## src/mcu_glue_pkg.sv

```systemverilog
package mcu_glue_pkg;

  // ==========================================================================
  // clocking
  localparam int unsigned CORE_HZ       = 200_000_000;
  localparam int unsigned XTAL_HZ       = 4_000_000;
  localparam int unsigned XTAL_DIV      = 4;
  localparam int unsigned XTAL_HALF_CYC = CORE_HZ / XTAL_HZ / 2;
  localparam int unsigned DLY_NS        = 10;
  localparam int unsigned DLY_CYC       = (DLY_NS * (CORE_HZ / 1_000_000) + 999) / 1000;

  // ==========================================================================
  // port widths and bit positions
  localparam int unsigned PRI_W       = 8;
  localparam int unsigned AUX_W       = 5;
  localparam int unsigned AUX_KEY     = 0;
  localparam int unsigned AUX_SPARE   = 1;
  localparam int unsigned AUX_DVAL    = 2;
  localparam int unsigned AUX_DREC    = 3;
  localparam int unsigned AUX_DIR     = 4;
  localparam int unsigned MODE_LSB    = 0;
  localparam int unsigned MODE_W      = 3;
  localparam logic [2:0]  MODE_EXPECT = 3'h2;
  localparam logic [2:0]  MODE_RST    = 3'h0;
  localparam int unsigned SYN_STB_BIT = 0;

  // ==========================================================================
  // register map, byte addresses
  localparam logic [11:0] PRI_OUT_OFS   = 12'h000;
  localparam logic [11:0] PRI_DIR_OFS   = 12'h004;
  localparam logic [11:0] PRI_PIN_OFS   = 12'h008;
  localparam logic [11:0] AUX_OUT_OFS   = 12'h00c;
  localparam logic [11:0] AUX_DIR_OFS   = 12'h010;
  localparam logic [11:0] AUX_PIN_OFS   = 12'h014;
  localparam logic [11:0] STATUS_OFS    = 12'h018;
  localparam logic [11:0] EVENT_OFS     = 12'h01c;
  localparam logic [11:0] OUTLATCH_OFS  = 12'h020;
  localparam logic [11:0] SYNTH_OFS     = 12'h024;
  localparam logic [11:0] STBY_OFS      = 12'h040;
  localparam logic [11:0] SAVED_OFS     = 12'h060;
  localparam int unsigned STBY_WORDS    = 4;

  // ==========================================================================
  // event bits
  localparam int unsigned EV_KEY  = 0;
  localparam int unsigned EV_DIR  = 1;
  localparam int unsigned EV_NMI  = 2;
  localparam int unsigned EV_DREC = 3;
  localparam int unsigned EV_W    = 4;

  // ==========================================================================
  // memory strobes, all active low
  typedef struct packed {
    logic ram_cs_n;
    logic ram_we_n;
    logic ram_oe_n;
    logic rom_ce_n;
  } mem_ctl_s;

endpackage

```

## src/mcu_glue.sv

```systemverilog
// Implementation choices: the register addresses and register access over APB.
`timescale 1ns/1ps

module mcu_glue #(
  parameter int unsigned STBY_N = mcu_glue_pkg::STBY_WORDS
) (
  input  wire logic                         CORE_CLK_I,
  input  wire logic                         NRST_I,
  input  wire logic                         PSEL_I,
  input  wire logic                         PENABLE_I,
  input  wire logic                         PWRITE_I,
  input  wire logic [11:0]                  PADDR_I,
  input  wire logic [31:0]                  PWDATA_I,
  output logic      [31:0]                  PRDATA_O,
  output logic                              PREADY_O,
  output logic                              PSLVERR_O,
  input  wire logic [mcu_glue_pkg::PRI_W-1:0] PRI_PORT_I,
  output logic      [mcu_glue_pkg::PRI_W-1:0] PRI_PORT_O,
  output logic      [mcu_glue_pkg::PRI_W-1:0] PRI_PORT_OE_O,
  input  wire logic [mcu_glue_pkg::AUX_W-1:0] AUX_PORT_I,
  output logic      [mcu_glue_pkg::AUX_W-1:0] AUX_PORT_O,
  output logic      [mcu_glue_pkg::AUX_W-1:0] AUX_PORT_OE_O,
  input  wire logic                         IFACE_IRQ_N_I,
  input  wire logic                         NMI_N_I,
  output logic                              MASKABLE_IRQ_N_O,
  input  wire logic                         PROC_RW_I,
  input  wire logic [7:0]                   PROC_DATA_I,
  input  wire logic                         RAM_SEL_N_I,
  input  wire logic                         ROM_SEL_N_I,
  input  wire logic                         OPORT_SEL_N_I,
  output logic                              SYS_CLK_O,
  output logic                              DLY_CLK_O,
  output logic                              DECODE_EN_O,
  output mcu_glue_pkg::mem_ctl_s            MEM_CTL_O,
  output logic      [7:0]                   OUT_PORT_O,
  output logic      [7:0]                   SYNTH_DATA_O,
  output logic                              SYNTH_STROBE_O,
  output logic      [mcu_glue_pkg::MODE_W-1:0] MODE_O
);

  localparam int unsigned XH    = mcu_glue_pkg::XTAL_HALF_CYC;
  localparam int unsigned DLY   = mcu_glue_pkg::DLY_CYC;
  localparam int unsigned PW    = mcu_glue_pkg::PRI_W;
  localparam int unsigned AW    = mcu_glue_pkg::AUX_W;
  localparam int unsigned EW    = mcu_glue_pkg::EV_W;
  localparam int unsigned SIW   = $clog2(STBY_N);

  // ==========================================================================
  // clock generation
  logic [7:0]     xtal_cnt_r;
  logic           xtal_r;
  logic [1:0]     div_r;
  logic           sys_r;
  logic           sys_prev_r;
  logic [DLY-1:0] dly_r;
  logic           dly_prev_r;
  logic           sys_rise;
  logic           sys_fall;
  logic           dly_fall;
  logic           xtal_rise;
  assign xtal_rise = (xtal_cnt_r == 8'(XH - 1)) && !xtal_r;
  always_ff @(posedge CORE_CLK_I) begin
    if (!NRST_I) begin
      xtal_cnt_r <= 8'h00;
      xtal_r     <= 1'b0;
    end else if (xtal_cnt_r == 8'(XH - 1)) begin
      xtal_cnt_r <= 8'h00;
      xtal_r     <= !xtal_r;
    end else begin
      xtal_cnt_r <= xtal_cnt_r + 8'h01;
    end
  end

  // two crystal periods low, two high
  always_ff @(posedge CORE_CLK_I) begin
    if (!NRST_I) begin
      div_r <= 2'h0;
    end else if (xtal_rise) begin
      div_r <= div_r + 2'h1;
    end
  end

  always_ff @(posedge CORE_CLK_I) begin
    if (!NRST_I) begin
      sys_r      <= 1'b0;
      sys_prev_r <= 1'b0;
      dly_r      <= '0;
      dly_prev_r <= 1'b0;
    end else begin
      sys_r      <= div_r[1];
      sys_prev_r <= sys_r;
      dly_r      <= {dly_r[DLY-2:0], sys_r};
      dly_prev_r <= dly_r[DLY-1];
    end
  end

  assign sys_rise  = sys_r && !sys_prev_r;
  assign sys_fall  = !sys_r && sys_prev_r;
  assign dly_fall  = !dly_r[DLY-1] && dly_prev_r;
  assign SYS_CLK_O = sys_r;
  assign DLY_CLK_O = dly_r[DLY-1];

  // ==========================================================================
  // decoder enable and device selection
  logic dec_en_r;
  logic ram_sel_r;
  logic rom_sel_r;
  logic oport_sel_r;

  always_ff @(posedge CORE_CLK_I) begin
    if (!NRST_I) begin
      dec_en_r <= 1'b0;
    end else begin
      dec_en_r <= !dly_r[DLY-2] && NRST_I;
    end
  end
  assign DECODE_EN_O = dec_en_r;
  // decoder settles slowly, so it may only open a select at the data edge
  always_ff @(posedge CORE_CLK_I) begin
    if (!NRST_I) begin
      ram_sel_r <= 1'b0;
      rom_sel_r <= 1'b0;
    end else if (sys_rise) begin
      ram_sel_r <= !RAM_SEL_N_I;
      rom_sel_r <= !ROM_SEL_N_I;
    end else if (dly_fall) begin
      ram_sel_r <= 1'b0;
      rom_sel_r <= 1'b0;
    end
  end

  always_ff @(posedge CORE_CLK_I) begin
    if (!NRST_I) begin
      oport_sel_r <= 1'b0;
    end else if (sys_rise) begin
      oport_sel_r <= !OPORT_SEL_N_I && !PROC_RW_I;
    end else if (sys_fall) begin
      oport_sel_r <= 1'b0;
    end
  end

  always_comb begin
    MEM_CTL_O.ram_cs_n = !(ram_sel_r && dly_r[DLY-1]);
    MEM_CTL_O.rom_ce_n = !(rom_sel_r && dly_r[DLY-1]);
    MEM_CTL_O.ram_we_n = !(ram_sel_r && !PROC_RW_I && sys_r);
    MEM_CTL_O.ram_oe_n = !(ram_sel_r && PROC_RW_I && dly_r[DLY-1]);
  end

  // ==========================================================================
  // output port latch and synthesizer latch
  logic [7:0] out_latch_r;
  logic [7:0] synth_r;

  always_ff @(posedge CORE_CLK_I) begin
    if (!NRST_I) begin
      out_latch_r <= 8'h00;
    end else if (sys_fall && oport_sel_r) begin
      out_latch_r <= PROC_DATA_I;
    end
  end

  always_ff @(posedge CORE_CLK_I) begin
    if (!NRST_I) begin
      synth_r <= 8'h00;
    end else if (out_latch_r[mcu_glue_pkg::SYN_STB_BIT]) begin
      synth_r <= PROC_DATA_I;
    end
  end

  assign OUT_PORT_O     = out_latch_r;
  assign SYNTH_DATA_O   = synth_r;
  assign SYNTH_STROBE_O = out_latch_r[mcu_glue_pkg::SYN_STB_BIT];

  // ==========================================================================
  // ports
  logic [PW-1:0] pri_out_r;
  logic [PW-1:0] pri_dir_r;
  logic [AW-1:0] aux_out_r;
  logic [AW-1:0] aux_dir_r;
  logic [AW-1:0] aux_mask;
  always_comb begin
    aux_mask = '1;
    aux_mask[mcu_glue_pkg::AUX_SPARE] = 1'b0;
  end
  assign PRI_PORT_O    = pri_out_r;
  assign PRI_PORT_OE_O = pri_dir_r;
  assign AUX_PORT_O    = aux_out_r & aux_mask;
  assign AUX_PORT_OE_O = aux_dir_r & aux_mask;

  // ==========================================================================
  // mode strap
  logic                    rst_seen_r;
  logic [2:0]              mode_r;
  always_ff @(posedge CORE_CLK_I) begin
    if (!NRST_I) begin
      rst_seen_r <= 1'b0;
      mode_r     <= mcu_glue_pkg::MODE_RST;
    end else begin
      rst_seen_r <= 1'b1;
      if (!rst_seen_r) begin
        mode_r <= AUX_PORT_I[mcu_glue_pkg::MODE_LSB +: 3];
      end
    end
  end
  assign MODE_O = mode_r;

  // ==========================================================================
  // interrupts and events
  logic [AW-1:0]  aux_prev_r;
  logic           nmi_prev_r;
  logic [EW-1:0]  ev_r;
  logic [EW-1:0]  ev_set;
  logic [EW-1:0]  ev_clr;
  logic           nmi_fall;

  // maskable line is pure glue, no mask here
  assign MASKABLE_IRQ_N_O = AUX_PORT_I[mcu_glue_pkg::AUX_KEY] && IFACE_IRQ_N_I;
  assign nmi_fall = nmi_prev_r && !NMI_N_I;
  always_ff @(posedge CORE_CLK_I) begin
    if (!NRST_I) begin
      aux_prev_r <= '1;
      nmi_prev_r <= 1'b1;
    end else begin
      aux_prev_r <= AUX_PORT_I;
      nmi_prev_r <= NMI_N_I;
    end
  end

  always_comb begin
    ev_set = '0;
    ev_set[mcu_glue_pkg::EV_KEY]  = aux_prev_r[mcu_glue_pkg::AUX_KEY]
                                    && !AUX_PORT_I[mcu_glue_pkg::AUX_KEY];
    ev_set[mcu_glue_pkg::EV_DIR]  = aux_prev_r[mcu_glue_pkg::AUX_DIR]
                                    && !AUX_PORT_I[mcu_glue_pkg::AUX_DIR];
    ev_set[mcu_glue_pkg::EV_DREC] = !aux_prev_r[mcu_glue_pkg::AUX_DREC]
                                    && AUX_PORT_I[mcu_glue_pkg::AUX_DREC];
    ev_set[mcu_glue_pkg::EV_NMI]  = nmi_fall;
  end

  // ==========================================================================
  // standby ram
  logic [7:0] stby_r  [STBY_N];
  logic [7:0] saved_r [STBY_N];
  // ==========================================================================
  // apb slave, one wait state
  logic        pready_r;
  logic [31:0] prdata_r;
  logic        pslverr_r;
  logic        acc;
  logic        wr_done;
  assign acc     = PSEL_I && PENABLE_I && !pready_r;
  assign wr_done = PSEL_I && PENABLE_I && pready_r && PWRITE_I && !pslverr_r;
  function automatic logic mapped(input logic [11:0] a);
    logic m;
    m = 1'b0;
    if (a == mcu_glue_pkg::PRI_OUT_OFS || a == mcu_glue_pkg::PRI_DIR_OFS) begin
      m = 1'b1;
    end else if (a == mcu_glue_pkg::PRI_PIN_OFS || a == mcu_glue_pkg::AUX_OUT_OFS) begin
      m = 1'b1;
    end else if (a == mcu_glue_pkg::AUX_DIR_OFS || a == mcu_glue_pkg::AUX_PIN_OFS) begin
      m = 1'b1;
    end else if (a == mcu_glue_pkg::STATUS_OFS || a == mcu_glue_pkg::EVENT_OFS) begin
      m = 1'b1;
    end else if (a == mcu_glue_pkg::OUTLATCH_OFS || a == mcu_glue_pkg::SYNTH_OFS) begin
      m = 1'b1;
    end else if (a >= mcu_glue_pkg::STBY_OFS && a < mcu_glue_pkg::STBY_OFS + 12'(4 * STBY_N)) begin
      m = 1'b1;
    end else if (a >= mcu_glue_pkg::SAVED_OFS && a < mcu_glue_pkg::SAVED_OFS + 12'(4 * STBY_N)) begin
      m = 1'b1;
    end
    return m && (a[1:0] == 2'h0);
  endfunction
  always_comb begin
    ev_clr = '0;
    if (wr_done && PADDR_I == mcu_glue_pkg::EVENT_OFS) begin
      ev_clr = PWDATA_I[EW-1:0];
    end
  end

  // a new event in the clearing cycle survives
  always_ff @(posedge CORE_CLK_I) begin
    if (!NRST_I) begin
      ev_r <= '0;
    end else begin
      ev_r <= (ev_r & ~ev_clr) | ev_set;
    end
  end

  always_ff @(posedge CORE_CLK_I) begin
    if (!NRST_I) begin
      pri_out_r <= '0;
      pri_dir_r <= '0;
      aux_out_r <= '0;
      aux_dir_r <= '0;
    end else if (wr_done) begin
      if (PADDR_I == mcu_glue_pkg::PRI_OUT_OFS) begin
        pri_out_r <= PWDATA_I[PW-1:0];
      end else if (PADDR_I == mcu_glue_pkg::PRI_DIR_OFS) begin
        pri_dir_r <= PWDATA_I[PW-1:0];
      end else if (PADDR_I == mcu_glue_pkg::AUX_OUT_OFS) begin
        aux_out_r <= PWDATA_I[AW-1:0];
      end else if (PADDR_I == mcu_glue_pkg::AUX_DIR_OFS) begin
        aux_dir_r <= PWDATA_I[AW-1:0] & aux_mask;
      end
    end
  end

  genvar gi;
  generate
    for (gi = 0; gi < STBY_N; gi++) begin : g_stby
      always_ff @(posedge CORE_CLK_I) begin
        if (!NRST_I) begin
          stby_r[gi]  <= 8'h00;
          saved_r[gi] <= 8'h00;
        end else begin
          if (wr_done && PADDR_I == mcu_glue_pkg::STBY_OFS + 12'(4 * gi)) begin
            stby_r[gi] <= PWDATA_I[7:0];
          end
          if (nmi_fall) begin
            saved_r[gi] <= stby_r[gi];
          end
        end
      end
    end
  endgenerate

  always_ff @(posedge CORE_CLK_I) begin
    if (!NRST_I) begin
      pready_r  <= 1'b0;
      pslverr_r <= 1'b0;
      prdata_r  <= 32'h0000_0000;
    end else if (acc) begin
      pready_r  <= 1'b1;
      pslverr_r <= !mapped(PADDR_I);
      prdata_r  <= 32'h0000_0000;
      if (PWRITE_I) begin
        prdata_r <= 32'h0000_0000;
      end else if (PADDR_I == mcu_glue_pkg::PRI_OUT_OFS) begin
        prdata_r <= 32'(pri_out_r);
      end else if (PADDR_I == mcu_glue_pkg::PRI_DIR_OFS) begin
        prdata_r <= 32'(pri_dir_r);
      end else if (PADDR_I == mcu_glue_pkg::PRI_PIN_OFS) begin
        prdata_r <= 32'(PRI_PORT_I);
      end else if (PADDR_I == mcu_glue_pkg::AUX_OUT_OFS) begin
        prdata_r <= 32'(aux_out_r & aux_mask);
      end else if (PADDR_I == mcu_glue_pkg::AUX_DIR_OFS) begin
        prdata_r <= 32'(aux_dir_r);
      end else if (PADDR_I == mcu_glue_pkg::AUX_PIN_OFS) begin
        prdata_r <= 32'(AUX_PORT_I & aux_mask);
      end else if (PADDR_I == mcu_glue_pkg::STATUS_OFS) begin
        prdata_r <= {27'h0, SYNTH_STROBE_O,
                     mode_r == mcu_glue_pkg::MODE_EXPECT, mode_r};
      end else if (PADDR_I == mcu_glue_pkg::EVENT_OFS) begin
        prdata_r <= 32'(ev_r);
      end else if (PADDR_I == mcu_glue_pkg::OUTLATCH_OFS) begin
        prdata_r <= 32'(out_latch_r);
      end else if (PADDR_I == mcu_glue_pkg::SYNTH_OFS) begin
        prdata_r <= 32'(synth_r);
      end else if (PADDR_I >= mcu_glue_pkg::STBY_OFS && PADDR_I < mcu_glue_pkg::SAVED_OFS) begin
        prdata_r <= 32'(stby_r[PADDR_I[SIW+1:2]]);
      end else if (mapped(PADDR_I)) begin
        prdata_r <= 32'(saved_r[PADDR_I[SIW+1:2]]);
      end
    end else begin
      pready_r  <= 1'b0;
      pslverr_r <= 1'b0;
    end
  end

  assign PREADY_O  = pready_r;
  assign PSLVERR_O = pslverr_r && pready_r;
  assign PRDATA_O  = prdata_r;

endmodule

```

## config.mk

```make
export PLATFORM = sky130hd
export DESIGN_NAME = mcu_glue
export DESIGN_NICKNAME = d
export VERILOG_FILES = /design/src/mcu_glue_pkg.sv /design/src/mcu_glue.sv
export SDC_FILE = /design/constraint.sdc
export NUM_CORES = 1
export LEC_CHECK = 0
export BUFFER_PORTS_ARGS = -buffer_cell sky130_fd_sc_hd__buf_2
export CAP_MARGIN = 20
export CORE_ASPECT_RATIO = 1.2
export CORE_MARGIN = 2
export CORE_UTILIZATION = 54
export DETAILED_ROUTE_END_ITERATION = 12
export HOLD_SLACK_MARGIN = 0.08
export PLACE_DENSITY = 0.8
export SKIP_CTS_REPAIR_TIMING = 1
export SYNTH_ARGS = -nofsm -noshare
export SYNTH_HDL_FRONTEND = slang
export SYNTH_SLANG_ARGS = --single-unit
```

## constraint.sdc

```tcl
create_clock -name CORE_CLK_I -period 4.21 [get_ports CORE_CLK_I]
set_clock_uncertainty 0.05 [all_clocks]
set_input_delay 0.2105 -clock CORE_CLK_I [delete_from_list [all_inputs] [get_ports CORE_CLK_I]]
set_output_delay 0.2105 -clock CORE_CLK_I [all_outputs]
set_load 0.05 [all_outputs]
```

Word level (Yosys, flattened, before mapping)
Memories as Yosys holds them, arrays and structs flattened.
Cells that the tools add are included.
Widths: inputs -> output; s select.
{"block": "word_totals", "register_bits": 109, "mem_bits_rw": 64, "inputBits": 76, "output_inout_bits": 88, "word_cells": 201, "mem_count": 2}
{"memory": "saved_r", "words": 4, "word_bits": 8, "rd": 1, "rd_ports_with_merged_regs": 0, "wr": 4, "line_no": "mcu_glue.sv:243", "rtl": "logic [7:0] saved_r [STBY_N];"}
{"memory": "stby_r", "words": 4, "word_bits": 8, "rd": 5, "rd_ports_with_merged_regs": 0, "wr": 4, "line_no": "mcu_glue.sv:242", "rtl": "logic [7:0] stby_r [STBY_N];"}
{"block": "op_classes", "n_addsub": 2, "n_lt_le_gt_ge": 5, "eq_ne": 15, "n_mux": 68, "bitwise": 15, "n_reduce_logical": 69}
{"op": "$mux 8", "count": 21}
{"op": "$eq 12x5->1 const B", "count": 4}
{"op": "$eq 12x7->1 const B", "count": 4}
{"op": "$mux 1", "count": 46}
{"op": "$lt 12x7->1 const B", "count": 3}
{"op": "$logic_and 1x1->1", "count": 34}
{"op": "$eq 12x4->1 const B", "count": 2}
{"op": "$eq 12x6->1 const B", "count": 2}
{"op": "$ge 12x7->1 const B", "count": 2}
{"op": "$logic_not 1->1", "count": 20}
{"op": "$eq 12x3->1 const B", "count": 1}
{"op": "$logic_not 12->1", "count": 1}
{"op": "$add 8x1->8 const B", "count": 1}
{"op": "$eq 8x5->1 const B", "count": 1}
{"op": "$or 1x1->1", "count": 8}
{"op": "$logic_or 1x1->1", "count": 5}
{"op": "$reduce_and 5->1", "count": 1}
{"op": "$and 4x4->4", "count": 1}
{"op": "$mux 4", "count": 1}
{"op": "$not 1->1", "count": 4}
{"op": "$not 4->4", "count": 1}
{"op": "$or 4x4->4", "count": 1}
{"op": "$reduce_and 2->1", "count": 2}
{"op": "$reduce_and 4->1", "count": 1}
{"op": "6 further kinds", "count": 7}

Logic depth before layout (Yosys ltp)
Gate-level depths: netlist (run 1).
{"block": "logic_depth", "depth_word": 37, "depth_mapped": 10, "depth_no_buf": 7}

Worst setup path after synthesis (run 1)
No wires, ideal clock.
{"block": "synth_timing", "path_type": "register to register", "from": "register nmi_prev_r", "to": "memory saved_r[0][0], enable pin", "setup_ps": 466, "t_arrival_ps": 2625, "required_time_ps": 3694, "slack_ps": 1069, "path_stages_with_launch": 3, "path_buffers": 0, "period_less_slack_ps": 3141, "cell_sequence": "dfxtp_1 -> inv_1 -> o21ai_0"}
{"element": "start, declared", "line_no": "mcu_glue.sv:210", "rtl": "logic nmi_prev_r;"}
{"element": "start signal, assigned", "line_no": "mcu_glue.sv:222", "rtl": "nmi_prev_r <= 1'b1;"}
{"element": "start signal, assigned", "line_no": "mcu_glue.sv:225", "rtl": "nmi_prev_r <= NMI_N_I;"}
{"element": "end, declared", "line_no": "mcu_glue.sv:243"}

Worst setup path after layout (run 1)
{"block": "layout_timing", "from": "input port PADDR_I[2]", "to": "register prdata_r[1] (netlist: PRDATA_O[1])"}
{"block": "layout_between", "elab_chain_len": 37, "word_cells_on_any_way": 60, "classes_between": "order compare (5); eq/ne (9); mux (34); reduce/logical (10); memory (2)"}
{"element": "start, declared", "line_no": "mcu_glue.sv:12", "rtl": "input wire logic [11:0] PADDR_I,"}
{"element": "$ge 12x7->1 / $lt 12x7->1 (equally long branches)", "line_no": "mcu_glue.sv:268", "rtl": "end else if (a >= mcu_glue_pkg::SAVED_OFS && a < mcu_glue_pkg::SAVED_OFS + 12'(4 * STBY_N)) begin"}
{"element": "$logic_and 1x1->1", "line_no": "mcu_glue.sv:268"}
{"element": "$mux 1", "line_no": "mcu_glue.sv:268"}
{"element": "$mux 1", "line_no": "mcu_glue.sv:266", "rtl": "end else if (a >= mcu_glue_pkg::STBY_OFS && a < mcu_glue_pkg::STBY_OFS + 12'(4 * STBY_N)) begin"}
{"element": "$mux 1", "line_no": "mcu_glue.sv:264", "rtl": "end else if (a == mcu_glue_pkg::OUTLATCH_OFS || a == mcu_glue_pkg::SYNTH_OFS) begin"}
{"element": "$mux 1", "line_no": "mcu_glue.sv:262", "rtl": "end else if (a == mcu_glue_pkg::STATUS_OFS || a == mcu_glue_pkg::EVENT_OFS) begin"}
{"element": "$mux 1", "line_no": "mcu_glue.sv:260", "rtl": "end else if (a == mcu_glue_pkg::AUX_DIR_OFS || a == mcu_glue_pkg::AUX_PIN_OFS) begin"}
{"element": "$mux 1", "line_no": "mcu_glue.sv:258", "rtl": "end else if (a == mcu_glue_pkg::PRI_PIN_OFS || a == mcu_glue_pkg::AUX_OUT_OFS) begin"}
{"element": "(+21 left out)"}
{"element": "$mux 8", "line_no": "mcu_glue.sv:350", "rtl": "end else if (PADDR_I == mcu_glue_pkg::STATUS_OFS) begin"}
{"element": "$mux 8", "line_no": "mcu_glue.sv:348", "rtl": "end else if (PADDR_I == mcu_glue_pkg::AUX_PIN_OFS) begin"}
{"element": "$mux 8", "line_no": "mcu_glue.sv:346", "rtl": "end else if (PADDR_I == mcu_glue_pkg::AUX_DIR_OFS) begin"}
{"element": "$mux 8", "line_no": "mcu_glue.sv:344", "rtl": "end else if (PADDR_I == mcu_glue_pkg::AUX_OUT_OFS) begin"}
{"element": "$mux 8", "line_no": "mcu_glue.sv:342", "rtl": "end else if (PADDR_I == mcu_glue_pkg::PRI_PIN_OFS) begin"}
{"element": "$mux 8", "line_no": "mcu_glue.sv:340", "rtl": "end else if (PADDR_I == mcu_glue_pkg::PRI_DIR_OFS) begin"}
{"element": "$mux 8 (*)", "line_no": "mcu_glue.sv:338", "rtl": "end else if (PADDR_I == mcu_glue_pkg::PRI_OUT_OFS) begin"}
{"element": "$mux 8 (*)", "line_no": "mcu_glue.sv:336", "rtl": "if (PWRITE_I) begin"}
{"element": "end signal, assigned", "line_no": "mcu_glue.sv:339", "rtl": "prdata_r <= 32'(pri_out_r);"}
{"element": "end signal, assigned", "line_no": "mcu_glue.sv:341", "rtl": "prdata_r <= 32'(pri_dir_r);"}
{"element": "end signal, assigned", "line_no": "mcu_glue.sv:343", "rtl": "prdata_r <= 32'(PRI_PORT_I);"}
{"element": "end, declared", "line_no": "mcu_glue.sv:247", "rtl": "logic [31:0] prdata_r;"}
Every way passes the cells marked *; elsewhere a longest branch is shown, timed or not. The select of a mux whose other input is x is not followed.
A chain may end at the register's enable or synchronous reset.

==> results of run 1 <==
how the worst min path moves through the flow:
stage,slack [ns],depth (start not counted),from,endpoint
after floorplan,0.19,0,NRST_I,rst_seen_r
after global placement,0.38,1,dly_r[0],DECODE_EN_O
after detailed placement,0.39,2,AUX_PORT_I[4],aux_prev_r[4]
after CTS,-0.05,2,AUX_PORT_I[4],aux_prev_r[4]
after global routing,0.1,4,OPORT_SEL_N_I,oport_sel_r
final,0.05,4,OPORT_SEL_N_I,oport_sel_r
registers in the layout, indices dropped and copies added, names as in the netlist, 4 cells and up:
name,flops
saved_r,32
stby_r,32
OUT_PORT_O,8
PRDATA_O,8
PRI_PORT_OE_O,8
PRI_PORT_O,8
SYNTH_DATA_O,8
xtal_cnt_r,8
aux_dir_r,4
aux_out_r,4
ev_r,4
metal layers:
metal,vias up,GRT usage [%]
met1,2792,35.5
met4,0,8.75
met2,304,45.1
met3,26,6.94
li1,2639,-
met5,-,0
worst min-delay path: stages:
cell and delay [ns]:
buf_2 0.07, nor4b_1 0.04, a21oi_1 0.11, nor2_1 0.04
cell usage after synthesis, types with 4 or more instances:
master,n
inv_1,9
clkbuf_1,22
nor4_1,5
o22ai_1,8
nand2b_1,14
a31oi_1,5
xor2_1,6
edfxtp_1,64
a21oi_1,34
buf_2,7
nand3_1,27
nor3_1,6
nor2_1,72
ha_1,4
mux4_2,17
buf_1,4
and2_1,72
dfxtp_1,81
nand4_1,6
buf_4,27
nand2_1,52
mux2i_1,43
o21ai_0,17
nor2b_1,11
where the power goes:
group,switching [mW],internal [mW]
logic,0.205,0.0950
registers,0.0199,1.51
clock network,0.589,0.829
logic make-up after synthesis:
kind of cell,Yosys count
muxes,63
adders and majority gates,4
and+or+nand+nor,292
other,1
DFF,145
AOI/OAI and AO/OA,101
buffers and inverters,70
xor gates and xnor gates,8
area by class of cell:
type | count | area share (%)
clock buffers | 22 | 5.76
clock inverters | 10 | 0.843
inverters | 10 | 0.443
multi-input cells | 494 | 39.1
flip-flops and latches | 145 | 41.9
well taps | 164 | 2.42
repair buffers | 140 | 9.58
metrics by stage:
stage / total power, mW / instances / worst slack (ns) / utilization [%]
6_report: 3.25 / 985 / 1.72 / 66.2
5_1_grt: 3.34 / 985 / 1.62 / 66.2
4_1_cts: 3.24 / 967 / 1.63 / 64.8
3_5_place_dp: 1.84 / 935 / 1.36 / 60.5
3_3_place_gp: 1.83 / 935 / 1.42 / 60.5
2_1_floorplan: 1.77 / 709 / 1.07 / -
==> key figures, run 1 <==
Outcome
  – Status: finished clean

Setup path
  – Worst Setup SP: PADDR_I[2]
  – Crit path launch type: input pin
  – Worst path arrival time: 2.73 ns
  – Terminus of the critical flop-to-flop path: stby_r[0][4]
  – Cells on worst reg2reg path: 6
  – CP Class: in2reg
  – Crit. End Element: register
  – Reg2Reg Setup Slack: 1.96 ns
  – Slowest Stage Delay on Critical Path: 0.58 ns
  – CP max stage cell: buf_4
  – Crit path depth: 6
  – Crit path buffers/inverters: 2
  – CP max FO: 32
  – Crit-path cells: buf_2 -> buf_4 -> mux4_2 -> a32o_1 -> a31oi_1 -> o41ai_1
  – Top Family by Delay on Critical Path: buffers and inverters
  – Capture point of the worst path: PRDATA_O[1]
  – CP required: 4.45 ns
  – Worst flop-to-flop path startpoint: PREADY_O

Final layout
  – Filler Cells Inserted: 954
  – Synth-to-layout area growth: 18.9%
  – Final instance area: 8460 um2
  – Commonest non-fill, non-tap cell in the layout: buf_2
  – Nets: 888
  – Layout cell share with drive strength beyond 1: 23.9%
  – Most frequent cells in the layout: 113 x buf_2, 81 x dfxtp_1, 72 x and2_1, 72 x nor2_1, 64 x edfxtp_1
  – Multi-input logic area: 3310 um2
  – Number of diodes: 0
  – Sequential Area: 3540 um2

Yosys
  – Area share of and/or/nand/nor cells after synthesis: 22.2%
  – Multiplexer share of the synthesized area: 11.9%
  – Top cells by area, synth: edfxtp_1 27%, dfxtp_1 23%, and2_1 6.3%
  – Compound-Gate Fraction of Synth Area: 9.15%
  – Top-area cell type share of the netlist area: 27.0%
  – Area leader, netlist: edfxtp_1
  – Post-synthesis cell type count: 68
  – EDFF count, synth: 64
  – Synthesized flop and latch total: 145
  – Post-Syn Area: 7120 um2
  – Async set or reset register ratio after synthesis: 0%
  – Post-Synthesis Cells: 684
  – YS warnings: 0
  – Register area share after synthesis: 49.8%
  – Post-Synth Adder-Cell Area: 0.703%
  – Avg Cell Area, Syn: 10.4 um2
  – Synth Flop Type: dfxtp_1
  – Main combinational cell family by area after synthesis: simple AND/OR/NAND/NOR gates
  – Area share of xor/xnor cells in the synthesized design: 0.984%

Timing
  – Slew HR: 47.8%
  – Final hold viol count: 0
  – Peak Freq: 401 MHz
  – Unrepaired setup endpoints after global routing: false
  – Max-slew violation count: 0
  – Fin crit share: 59.2%
  – Minimum clock period: 2.49 ns
  – Slew @ Worst Pin: 0.784 ns
  – Setup violations, final: 0
  – Setup_tns: 0 ns
  – WHS: 0.0487 ns

Placed design
  – Number of port buffers: 113
  – Detailed placement HPWL: 13,200 um
  – Routability-driven placement congestion ratio: 0.927
  – Placed Area: 7730 um2

GRT
  – Overall Global Routing Usage: 27.3%
  – Largest net degree at the start of global routing: 60
  – Initial antenna violation count: 0
  – First-pass GRT wire length: 28,800 um
  – Number of global-route vias before repair: 5,398
  – GRT overflow: 0

Route
  – Initial detailed-routing violation count: 503
  – Routed Antenna Nets: 0
  – Max layer used: met4
  – Avg Vias per Cell: 5.85
  – Met1 Wirelength: 7720 um
  – Metal2 WL: 9370 um
  – Detailed-route DRC error count: 0
  – Routed wl met3: 1660 um
  – DRT Wirelength: 19,100 um
  – WL/cell: 19.3 um
  – First-pass DRT Iterations: 5
  – Routed vias: 5,761

CTS
  – CTS Root Cell: clkbuf_16
  – Reg clk slew, reported paths: 0.06 ns
  – CTS tree: yes
  – Buffer depth of the longest clock path: 2
  – Number of CTS-inserted buffers: 17
  – CTS Sinks: 145
  – H-tree Lvls: 4
  – Latest clock arrival within the worst-skew pair: 0.42 ns

Floorplanning
  – Die height: 130 um
  – Core ar.: 12,800 um2
  – Chip width: 109 um
  – Die area: 14,100 um2
  – Starting Density: 55.7%
  – Rows: 45
  – I/O pins: 164

Pwr
  – Max IR drop VDD: 255 uV
  – LEAKAGE: 3.36 nW
  – Pwr dens: 384 nW/um2

Worst hold path
  – Hold/Removal Path Class: in2reg

Flow run
  – MaxCap Viol Count: 0
(Power assumes the default switching activity.)
==> inputs of run 2 (changes only) <==
--- a/config.mk
+++ b/config.mk
@@ -5,6 +5,7 @@
 export SDC_FILE = /design/constraint.sdc
 export NUM_CORES = 1
 export LEC_CHECK = 0
+export ABC_AREA = 1
 export BUFFER_PORTS_ARGS = -buffer_cell sky130_fd_sc_hd__buf_2
 export CAP_MARGIN = 20
 export CORE_ASPECT_RATIO = 1.2
==> constraint.sdc (replaced) <==
create_clock -name CORE_CLK_I -period 2.3 [get_ports CORE_CLK_I]
set_clock_uncertainty 0.05 [all_clocks]
set_input_delay 0.115 -clock CORE_CLK_I [delete_from_list [all_inputs] [get_ports CORE_CLK_I]]
set_output_delay 0.115 -clock CORE_CLK_I [all_outputs]
set_load 0.05 [all_outputs]
==> run 2 against run 1 <==
  * Combinational power rose by 63%
  * Sequential power rose by 83%
  * Setup slack got worse by 1.4 ns
  * Critical path depth rose by 14
==> key figures, run 2 <==
Outcome
  – Status: finished clean (unchanged)

Pwr
  – Pwr dens: 698 nW/um2 (was 384 nW/um2)
  – LEAKAGE: 4.15 nW (was 3.36 nW)
  – Max IR drop VDD: 606 uV (was 255 uV)

Route
  – Routed Antenna Nets: 0 (unchanged)
  – DRT Wirelength: 18,000 um (was 19,100 um)
  – Initial detailed-routing violation count: 427 (was 503)
  – Detailed-route DRC error count: 0 (unchanged)
  – Routed vias: 6,340 (was 5,761)
  – WL/cell: 14.6 um (was 19.3 um)
  – Avg Vias per Cell: 5.14 (was 5.85)
  – First-pass DRT Iterations: 5 (unchanged)

GRT
  – First-pass GRT wire length: 28,200 um (was 28,800 um)
  – GRT overflow: 0 (unchanged)
  – GRT Max-Usage Layer: met2 (unchanged)
  – M3 GR Usage: 5.67% (was 6.94%)
  – Initial antenna violation count: 0 (unchanged)
  – Number of global-route vias before repair: 5,931 (was 5,398)
  – Largest net degree at the start of global routing: 35 (was 60)
  – Grt met2 use: 48.5% (was 45.1%)
  – M1 GR Usage: 29.2% (was 35.5%)
  – Overall Global Routing Usage: 26.2% (was 27.3%)

Floorplanning
  – I/O pins: 164 (unchanged)
  – Die height: 129 um (was 130 um)
  – Rows: 45 (unchanged)
  – Chip width: 108 um (was 109 um)
  – Core ar.: 12,700 um2 (was 12,800 um2)
  – Die area: 13,900 um2 (was 14,100 um2)
  – Starting Density: 55.3% (was 55.7%)

Final layout
  – Most frequent cells in the layout: 181 x nand2_1, 133 x inv_1, 113 x buf_2 (was 113 x buf_2, 81 x dfxtp_1, 72 x and2_1, 72 x nor2_1, 64 x edfxtp_1)
  – Commonest non-fill, non-tap cell in the layout: nand2_1 (was buf_2)
  – Number of diodes: 0 (unchanged)
  – Synth-to-layout area growth: 24.6% (was 18.9%)
  – Non-Filler Instances: 1,233 (was 985)
  – Nets: 1,136 (was 888)
  – Sequential Area: 3540 um2 (unchanged)
  – Layout cell share with drive strength beyond 1: 21.5% (was 23.9%)
  – Largest regs: saved_r: 32 flops, stby_r: 32 flops (unchanged)
  – Filler Cells Inserted: 1,019 (was 954)
  – Multi-input logic area: 2720 um2 (was 3310 um2)

CTS
  – CTS Sinks: 145 (unchanged)
  – Reg clk slew, reported paths: 0.06 ns (about the same)
  – CTS tree: yes (unchanged)
  – H-tree Lvls: 4 (unchanged)
  – CTS Root Cell: clkbuf_16 (unchanged)
  – Latest clock arrival within the worst-skew pair: 0.42 ns (about the same)
  – Number of CTS-inserted buffers: 17 (unchanged)
  – Buffer depth of the longest clock path: 2 (unchanged)

Timing
  – Final hold viol count: 0 (unchanged)
  – Slew HR: 63.5% (was 47.8%)
  – Peak Freq: 492 MHz
  – Fin crit share: 88.3%
  – Max-slew violation count: 0 (unchanged)
  – Unrepaired setup endpoints after global routing: false (unchanged)
  – Setup violations, final: 0 (unchanged)
  – Slew @ Worst Pin: 0.547 ns (was 0.784 ns)
  – Minimum clock period: 2.03 ns
  – Final worst slack: 0.268 ns (was 1.72 ns)

Placed design
  – Number of port buffers: 113 (unchanged)
  – Routability-driven placement congestion ratio: 0.976 (was 0.927)
  – Detailed placement HPWL: 13,200 um (about the same)
  – Inst Count DP: 1,175 (was 935)
  – Pre-CTS setup slack: -0.0898 ns (was 1.36 ns)

Worst hold path
  – Hold depth: 4 (unchanged)
  – Hold/Removal Path Class: in2reg (unchanged)

Setup path
  – CP required: 2.61 ns (was 4.45 ns)
  – CP Class: in2reg (unchanged)
  – Crit. End Element: register (unchanged)
  – CP max FO: 6 (was 32)
  – Cells on worst reg2reg path: 8 (was 6)
  – Crit path launch type: input pin (unchanged)
  – Reg2Reg Setup Slack: 0.34 ns (was 1.96 ns)
  – Worst path arrival time: 2.34 ns (was 2.73 ns)

Yosys
  – EDFF count, synth: 64 (unchanged)
  – Top-area cell type share of the netlist area: 27.4% (was 27.0%)
  – Top cells by area, synth: edfxtp_1 27%, dfxtp_1 23%, nand2_1 9.7% (was edfxtp_1 27%, dfxtp_1 23%, and2_1 6.3%)
  – Post-Syn Area: 7000 um2 (was 7120 um2)
  – Synth Flop Type: dfxtp_1 (unchanged)
  – Post-Synthesis Cells: 885 (was 684)
  – Async set or reset register ratio after synthesis: 0% (unchanged)
  – Synthesized flop and latch total: 145 (unchanged)
  – Avg Cell Area, Syn: 7.91 um2 (was 10.4 um2)
  – Post-synth top cells: 181 x nand2_1, 133 x inv_1, 111 x nor2_1, 81 x dfxtp_1, 70 x a21oi_1 (was 81 x dfxtp_1, 72 x and2_1, 72 x nor2_1, 64 x edfxtp_1, 52 x nand2_1)
  – Register area share after synthesis: 50.6% (was 49.8%)
  – YS warnings: 0 (unchanged)
  – Area leader, netlist: edfxtp_1 (unchanged)
  – Post-synthesis cell type count: 44 (was 68)
  – Most common cell in the synthesized netlist: nand2_1 (was dfxtp_1)

Flow run
  – MaxCap Viol Count: 0 (unchanged)
-- run 2: logic make-up (layout without fill, tap and decap cells) --
family          after synthesis  count (layout)  share of synthesized area [%]
fa+ha+maj                     4               4                          0.715
flops                       145             145                           50.6
xor+xnor                      1               1                          0.125
simple gates                359             359                           22.5
buf+inv                     197             356                           12.1
compound gates              178             178                           14.0
other cells                   1              26                         0.0535
-- run 2: through the flow --
step / cell area [um2] / power [mW] / setup TNS, ns / util [%] / hold WS [ns]
final: 8730 / 6.10 / 0 / 68.9 / 0.0415
after global routing: 8730 / 6.26 / 0 / 68.9 / 0.0821
after CTS: 8460 / 6.07 / 0 / 66.8 / -0.153
after detailed placement: 7860 / 3.30 / -0.178 / 62.0 / 0.277
after global placement: 7860 / 3.30 / -0.0536 / 62.0 / 0.263
after floorplan: 7100 / 3.18 / 0 / - / 0.0927
-- run 2: path summary, 6_finish.rpt --
| kind | from | endpoint |
|---|---|---|
| max reg2reg | PREADY_O | PRI_PORT_OE_O[3] |
| min reg2reg | xtal_cnt_r[0] | xtal_cnt_r[0] |
| max | PADDR_I[9] | PRDATA_O[6] |
| min | PWRITE_I | PRDATA_O[7] |
-- run 2: power by group --
group | switching [mW] | leakage, nW | total [mW] | internal (mW)
clock | 1.09 | 0.294 | 2.81 | 1.71
sequential | 0.0347 | 1.33 | 2.80 | 2.77
combinational | 0.345 | 2.52 | 0.489 | 0.144
total | 1.47 | 4.15 | 6.10 | 4.62
-- run 2: cell type report --
cell class / instances / share of cell area (%)
inverters: 150 / 6.52
well taps: 164 / 2.35
multi-input cells: 568 / 31.2
flip-flops and latches: 145 / 40.6
clock buffers: 17 / 4.87
repair buffers: 174 / 12.5
clock inverters: 15 / 2.04
-- run 2: routing by layer --
metal / part of all wire [%] / vias to the layer above
li1: - / 3138
met1: 38 / 2898
met2: 53 / 260
met3: 6.0 / 44
met4: 2.7 / 0
met5: 0 / -
-- run 2: critical path: stages --
cell and delay, ns:
buf_2 0.10, nor2_1 0.21, nand2_2 0.21, inv_2 0.11
nand2_1 0.12, nor2_2 0.12, nor2_1 0.08, nand4_2 0.12
nand2_2 0.10, nor2_4 0.14, inv_2 0.07, o32ai_1 0.23
nand2_1 0.09, nand2_1 0.09, nand2_1 0.07, nand2_1 0.06
nand2_1 0.07, nand2_1 0.07, nand2_1 0.05, a21oi_1 0.10
